$ cat src/core/spsf_pkg.sv
// ============================================================
// Status flag package
package spsf_pkg;

    // ============================================================
    // Field positions inside the status nibble
    localparam int unsigned FLAG_START_BIT  = 3;   // Start seen last
    localparam int unsigned FLAG_DIR_BIT    = 2;   // Direction, read is one
    localparam int unsigned FLAG_UPDATE_BIT = 1;   // Address reload needed
    localparam int unsigned FLAG_FULL_BIT   = 0;   // Data buffer full
    localparam int unsigned FLAG_W          = 4;   // Width of the nibble

    // ============================================================
    // Reset values
    localparam logic        START_RST  = 1'b0;
    localparam logic        DIR_RST    = 1'b0;
    localparam logic        UPDATE_RST = 1'b0;
    localparam logic        FULL_RST   = 1'b0;
    localparam logic        VALID_RST  = 1'b0;

    // ============================================================
    // Direction encoding
    localparam logic        DIR_READ   = 1'b1;
    localparam logic        DIR_WRITE  = 1'b0;

    // Default data width of the buffer
    localparam int unsigned DATA_W_DEF = 8;

    // Occupancy of the two-entry buffer
    typedef enum logic [1:0] {
        SPSF_EMPTY,
        SPSF_ONE,
        SPSF_TWO
    } spsf_fill_t;

endpackage

$ cat src/core/spsf_status_flags.sv
`timescale 1ns/1ps
// ============================================================
// Status flags with a two-entry receive buffer
module spsf_status_flags
    import spsf_pkg::*;
#(
    parameter int unsigned DATA_W = DATA_W_DEF   // Byte width
) (
    // Clock, reset, enable
    input  wire logic              clk,
    input  wire logic              rst,
    input  wire logic              clkEn,
    // Configuration levels
    input  wire logic              portEnable,
    input  wire logic              i2cMode,
    input  wire logic              tenBitMode,
    // Bus condition pulses
    input  wire logic              startDetect,
    input  wire logic              stopDetect,
    input  wire logic              ackDetect,
    // Address comparator
    input  wire logic              addrMatch,
    input  wire logic              addrDirRead,
    input  wire logic              addrUpdateReq,
    input  wire logic              addrReloaded,
    // Receive stream from the shifter
    input  wire logic              rxValid,
    input  wire logic [DATA_W-1:0] rxData,
    output logic                   rxReady,
    // Receive stream to software
    output logic                   bufValid,
    output logic      [DATA_W-1:0] bufData,
    input  wire logic              bufReady,
    // Transmit strobes
    input  wire logic              txLoad,
    input  wire logic              txDone,
    // Status
    output logic      [FLAG_W-1:0] statusFlags,
    output logic                   dirValid
);

    // ============================================================
    // Buffer state
    logic              v0;          // Head entry holds a byte
    logic              v1;          // Second entry holds a byte
    logic [DATA_W-1:0] d0;          // Head byte, seen by software
    logic [DATA_W-1:0] d1;          // Second byte
    logic              next_v0;
    logic              next_v1;
    logic [DATA_W-1:0] next_d0;
    logic [DATA_W-1:0] next_d1;
    logic              push;        // Byte accepted from shifter
    logic              pop;         // Byte taken by software
    spsf_fill_t        fill;        // Occupancy, for visibility
    logic              spaceFree;   // Second slot free, drives ready
    logic              next_spaceFree;

    // ============================================================
    // Flag state
    logic startSeen;                // Start was the last condition
    logic lastDir;                  // Captured direction
    logic updateNeeded;             // Address must be reloaded
    logic txBusy;                   // Transmit byte still in flight
    logic bufFull;                  // Combined full flag
    logic dirOk;                    // Direction is meaningful
    logic next_startSeen;
    logic next_lastDir;
    logic next_updateNeeded;
    logic next_txBusy;
    logic next_bufFull;
    logic next_dirOk;

    // Accept only while the second slot is free
    assign push = rxValid && !v1;
    assign pop  = v0 && bufReady;

    // ============================================================
    // Buffer next state
    always_comb begin
        next_v0 = v0;
        next_v1 = v1;
        next_d0 = d0;
        next_d1 = d1;
        // Software takes the head, second moves up
        if (pop) begin
            next_v0 = v1;
            next_d0 = d1;
            next_v1 = 1'b0;
        end
        // Fill head first so a stall never drops a byte
        if (push) begin
            if (!next_v0) begin
                next_v0 = 1'b1;
                next_d0 = rxData;
            end else begin
                next_v1 = 1'b1;
                next_d1 = rxData;
            end
        end
        // Disabled port forgets buffered bytes
        if (!portEnable) begin
            next_v0 = VALID_RST;
            next_v1 = VALID_RST;
        end
        // Ready follows the second slot, one flop deep
        next_spaceFree = !next_v1;
    end

    // Buffer registers, frozen while enable is low
    always_ff @(posedge clk) begin
        if (rst) begin
            v0 <= VALID_RST;
            v1 <= VALID_RST;
            d0 <= '0;
            d1 <= '0;
            spaceFree <= !VALID_RST;
        end else if (clkEn) begin
            v0 <= next_v0;
            v1 <= next_v1;
            d0 <= next_d0;
            d1 <= next_d1;
            spaceFree <= next_spaceFree;
        end
    end

    // Occupancy decode for debug views
    always_comb begin
        case ({v1, v0})
            2'b01:   fill = SPSF_ONE;
            2'b11:   fill = SPSF_TWO;
            default: fill = SPSF_EMPTY;
        endcase
    end

    // ============================================================
    // Flag next state; no software write path exists
    always_comb begin
        next_startSeen    = startSeen;
        next_lastDir      = lastDir;
        next_updateNeeded = updateNeeded;
        next_txBusy       = txBusy;
        next_dirOk        = dirOk;
        // Stop clears, a same-cycle start wins as most recent
        if (stopDetect) begin
            next_startSeen = 1'b0;
        end
        if (i2cMode && startDetect) begin
            next_startSeen = 1'b1;
        end
        // Any bus condition ends the direction span
        if (startDetect || stopDetect || ackDetect) begin
            next_dirOk = 1'b0;
        end
        if (i2cMode && addrMatch) begin
            next_lastDir = addrDirRead ? DIR_READ : DIR_WRITE;
            next_dirOk   = 1'b1;
        end
        // Software reload clears, a new request wins
        if (addrReloaded) begin
            next_updateNeeded = 1'b0;
        end
        if (i2cMode && tenBitMode && addrUpdateReq) begin
            next_updateNeeded = 1'b1;
        end
        // Transmit occupancy, I2C only
        if (txDone) begin
            next_txBusy = 1'b0;
        end
        if (i2cMode && txLoad) begin
            next_txBusy = 1'b1;
        end
        // Disabled port clears all flags except the captured direction
        if (!portEnable) begin
            next_startSeen    = START_RST;
            next_updateNeeded = UPDATE_RST;
            next_txBusy       = FULL_RST;
            next_dirOk        = VALID_RST;
            next_lastDir      = lastDir;    // No capture while disabled
        end
        // Full while a received byte waits or a transmit runs
        next_bufFull = next_v0 || next_txBusy;
    end

    // Flag registers; bus events, software reload, port enable and buffer occupancy reach them
    always_ff @(posedge clk) begin
        if (rst) begin
            startSeen    <= START_RST;
            lastDir      <= DIR_RST;
            updateNeeded <= UPDATE_RST;
            txBusy       <= FULL_RST;
            bufFull      <= FULL_RST;
            dirOk        <= VALID_RST;
        end else if (clkEn) begin
            startSeen    <= next_startSeen;
            lastDir      <= next_lastDir;
            updateNeeded <= next_updateNeeded;
            txBusy       <= next_txBusy;
            bufFull      <= next_bufFull;
            dirOk        <= next_dirOk;
        end
    end

    // ============================================================
    // Outputs, all straight from flops
    always_comb begin
        statusFlags                  = '0;
        statusFlags[FLAG_START_BIT]  = startSeen;
        statusFlags[FLAG_DIR_BIT]    = lastDir;
        statusFlags[FLAG_UPDATE_BIT] = updateNeeded;
        statusFlags[FLAG_FULL_BIT]   = bufFull;
    end
    assign dirValid = dirOk;
    // Registered so the shifter sees a settled ready
    assign rxReady  = spaceFree;
    assign bufValid = v0;
    assign bufData  = d0;
endmodule

$ cat config.mk
export PLATFORM = sky130hd
export DESIGN_NAME = spsf_status_flags
export DESIGN_NICKNAME = d
export VERILOG_FILES = /design/src/core/spsf_pkg.sv /design/src/core/spsf_status_flags.sv
export SDC_FILE = /design/constraint.sdc
export NUM_CORES = 1
export LEC_CHECK = 0
export BUFFER_PORTS_ARGS = -buffer_cell sky130_fd_sc_hd__buf_2
export CORE_MARGIN = 5
export CORE_UTILIZATION = 38
export DETAILED_ROUTE_END_ITERATION = 8
export HOLD_SLACK_MARGIN = 0.06
export SYNTH_ARGS = -nofsm -noshare
export SYNTH_HDL_FRONTEND = slang
export SYNTH_SLANG_ARGS = --single-unit
$ cat constraint.sdc
create_clock -name clk -period 1.7 [get_ports clk]
set_clock_uncertainty 0.05 [all_clocks]
set_input_delay 0.255 -clock clk [delete_from_list [all_inputs] [get_ports clk]]
set_output_delay 0.255 -clock clk [all_outputs]
set_load 0.01 [all_outputs]
==> results_dict.tcl <==
set metrics [dict create \
    hold_path.class "input pin to flop" \
    io_pins 40 \
    drtIter0Drc 32 \
    dieHeight_um 65.0 \
    syn_area_sq_um 1150 \
    gp_congestion 0.724 \
    max_slew.worst_pin.slew_ns 0.449 \
    wl_um 2330 \
    final_antenna_net_count 0 \
    avgSynthCellArea_sq_um 9.59 \
    setup_viol 0 \
    ys_seq_area_share_pct 43.5 \
    ys_seq_elements 25 \
    status "complete, no violations" \
    setup.worst_path.start_class "flop" \
    diodes 0 \
    slew_headroom_pct 70.1 \
    vias_per_cell 4.99 \
    grt_pass1_wl_um 3810 \
    max_freq_ghz 0.693 \
    numCtsBuffers 3 \
    min_period_over_period_pct 84.9 \
    cts_post_setup_buffers_inserted 0 \
    start_util_pct 38.7 \
    drcViolationCount 0 \
    die_w_um 65.0 \
    clkSlewWorstSetupHoldPaths_ns 0.14 \
    antenna_found_initial 0 \
    worst-path-max-fanout 9 \
    critical_path_required_ns 1.85 \
    syn_to_final_growth_pct 18.3 \
    coreArea_sq_um 2980 \
    pwr_density_cell_nw_per_um2 768 \
    wl_per_cell_um 12.4 \
    syn_inst 120 \
    ir_worst_vdd_mv 0.392 \
    root_buffer "clkbuf_4" \
    clock_sinks 25 \
    yosysWarningCount 0 \
    num_rows 20 \
    grt_pass1_vias 911 \
    die_area_sq_um 4230 \
    clk_latency_ns 0.31 \
    grt_overflow 0 \
    final_max_slew_viol_count 0 \
    cp.arrival_ns 1.59 \
    path_class "flop to flop" \
    hold_viol 0 \
    hold_buffers 0 \
    portBuffers 39 \
    critPathCaptureType "flop" \
    layout-drive-gt1-share_pct 34.2 \
    dp_hpwl_um 1770 \
    nFillCells 309 \
    stdcell_area_sq_um 1360 \
    syn_nets 145 \
    tns_ns 0 \
    maxCapViolations 0 \
    cts_resized 0 \
    htree_levels 1 \
    grt_setup_unrepaired "no" \
    vias 938 \
    cts_buffer_depth 2 \
    dpl_cell_area_sq_um 1330 \
    nets 181 \
    gr-usage-all-layers_pct 11.2 \
    cts_tree "done" \
    synth_cell_type_count 30 \
    p_leak_nw 0.650 \
    fin_crit_ns 1.44 \
    grt_max_degree 25 \
    worst-r2r-setup-slack_ns 0.26 \
    dr.pass1.iters 4 \
]
-- where the power goes --
| group | leakage, nW | internal, mW | switching (mW) |
|---|---|---|---|
| Combinational | 0.428 | 0.0772 | 0.0907 |
| Clock | 0.0177 | 0.0877 | 0.169 |
| Sequential | 0.204 | 0.608 | 0.0128 |
| Total | 0.650 | 0.773 | 0.272 |
-- registers in the layout (all words and copies together) (netlist names) --
register and cells:
lastDir 1, txBusy 1, dirValid 1, v1 1
rxReady 1, d1 8, startSeen 1, bufData 8
bufFull 1, bufValid 1, updateNeeded 1
-- placed cells by master (no fill, tap or decap), types with 3 or more instances in the layout --
cell      count
a211oi_1      5
nand2b_1      4
mux2i_1      16
o21ai_0       5
inv_1         5
a21oi_1       7
buf_2        39
nor2_1       17
nand3_1       3
clkbuf_4      3
nand2_1       6
dfxtp_1      25
-- stage by stage --
stage          hold slack (ns)  cells  power (mW)  setup slack, ns  util (%)
2_1_floorplan            0.278    120       0.742            0.372         -
3_3_place_gp             0.387    184       0.802            0.300      44.8
3_5_place_dp             0.397    184       0.806            0.263      44.8
4_1_cts                  0.119    188        1.07            0.236      45.7
5_1_grt                  0.135    188        1.12            0.128      45.7
6_report                 0.122    188        1.05            0.256      45.7
-- cell type report --
| class | instances | area, sq um | share of cell area, % |
|---|---|---|---|
| clock buffer | 3 | 22.5 | 1.65 |
| clock inverter | 1 | 5.00 | 0.368 |
| inverter | 5 | 18.8 | 1.38 |
| multi-input combinational | 82 | 578 | 42.5 |
| sequential | 25 | 500 | 36.8 |
| tap | 33 | 41.3 | 3.03 |
| timing repair buffer | 39 | 195 | 14.3 |
-- cells by family after synthesis --
group,Yosys count,share of synthesized area [%]
and+or+nand+nor,39,19.1
buffers and inverters,13,6.30
DFF,25,43.5
AOI/OAI and AO/OA,27,17.2
muxes,16,13.9
-- cell usage after synthesis (all sizes together) --
cell type,number,share of area [%]
a211o,3,2.5
nand4,1,0.54
a21boi,1,0.65
nand3,4,2.2
nand2b,6,4.6
a32oi,1,0.76
or2b,1,0.65
buf,6,4.0
nor2,18,7.3
a31oi,1,0.54
o21ai,6,3.6
dfxtp,25,43
nand2,6,2.0
nor2b,1,0.54
mux2i,16,14
clkbuf,2,0.65
inv,5,1.6
a211oi,7,5.4
and2,1,0.54
and2b,1,0.87
a21oi,7,3.0
o21a,1,0.65
-- worst paths after layout --
check / from / endpoint / depth (start not counted)
max reg2reg: bufValid / d1[4] / 4
max: bufValid / d1[4] / 4
min: addrDirRead / lastDir / 3
min reg2reg: updateNeeded / updateNeeded / 2
-- critical path: stages (launching register included) --
cell	delay (ns)
dfxtp_1	0.50
and2b_4	0.25
nand3_2	0.25
mux2i_1	0.23
nor2_1	0.05
-- layer usage --
metal | vias up | routed length, um | part of all wire (%) | global-route usage (%)
li1 | 484 | - | - | -
met1 | 425 | 1130 | 48 | 14.0
met2 | 29 | 1010 | 43 | 18.9
met3 | 0 | 190 | 8.2 | 2.95
met4 | 0 | 0 | 0 | 3.11
met5 | - | 0 | 0 | 0
Note: power is estimated with default switching activity, not from simulation.
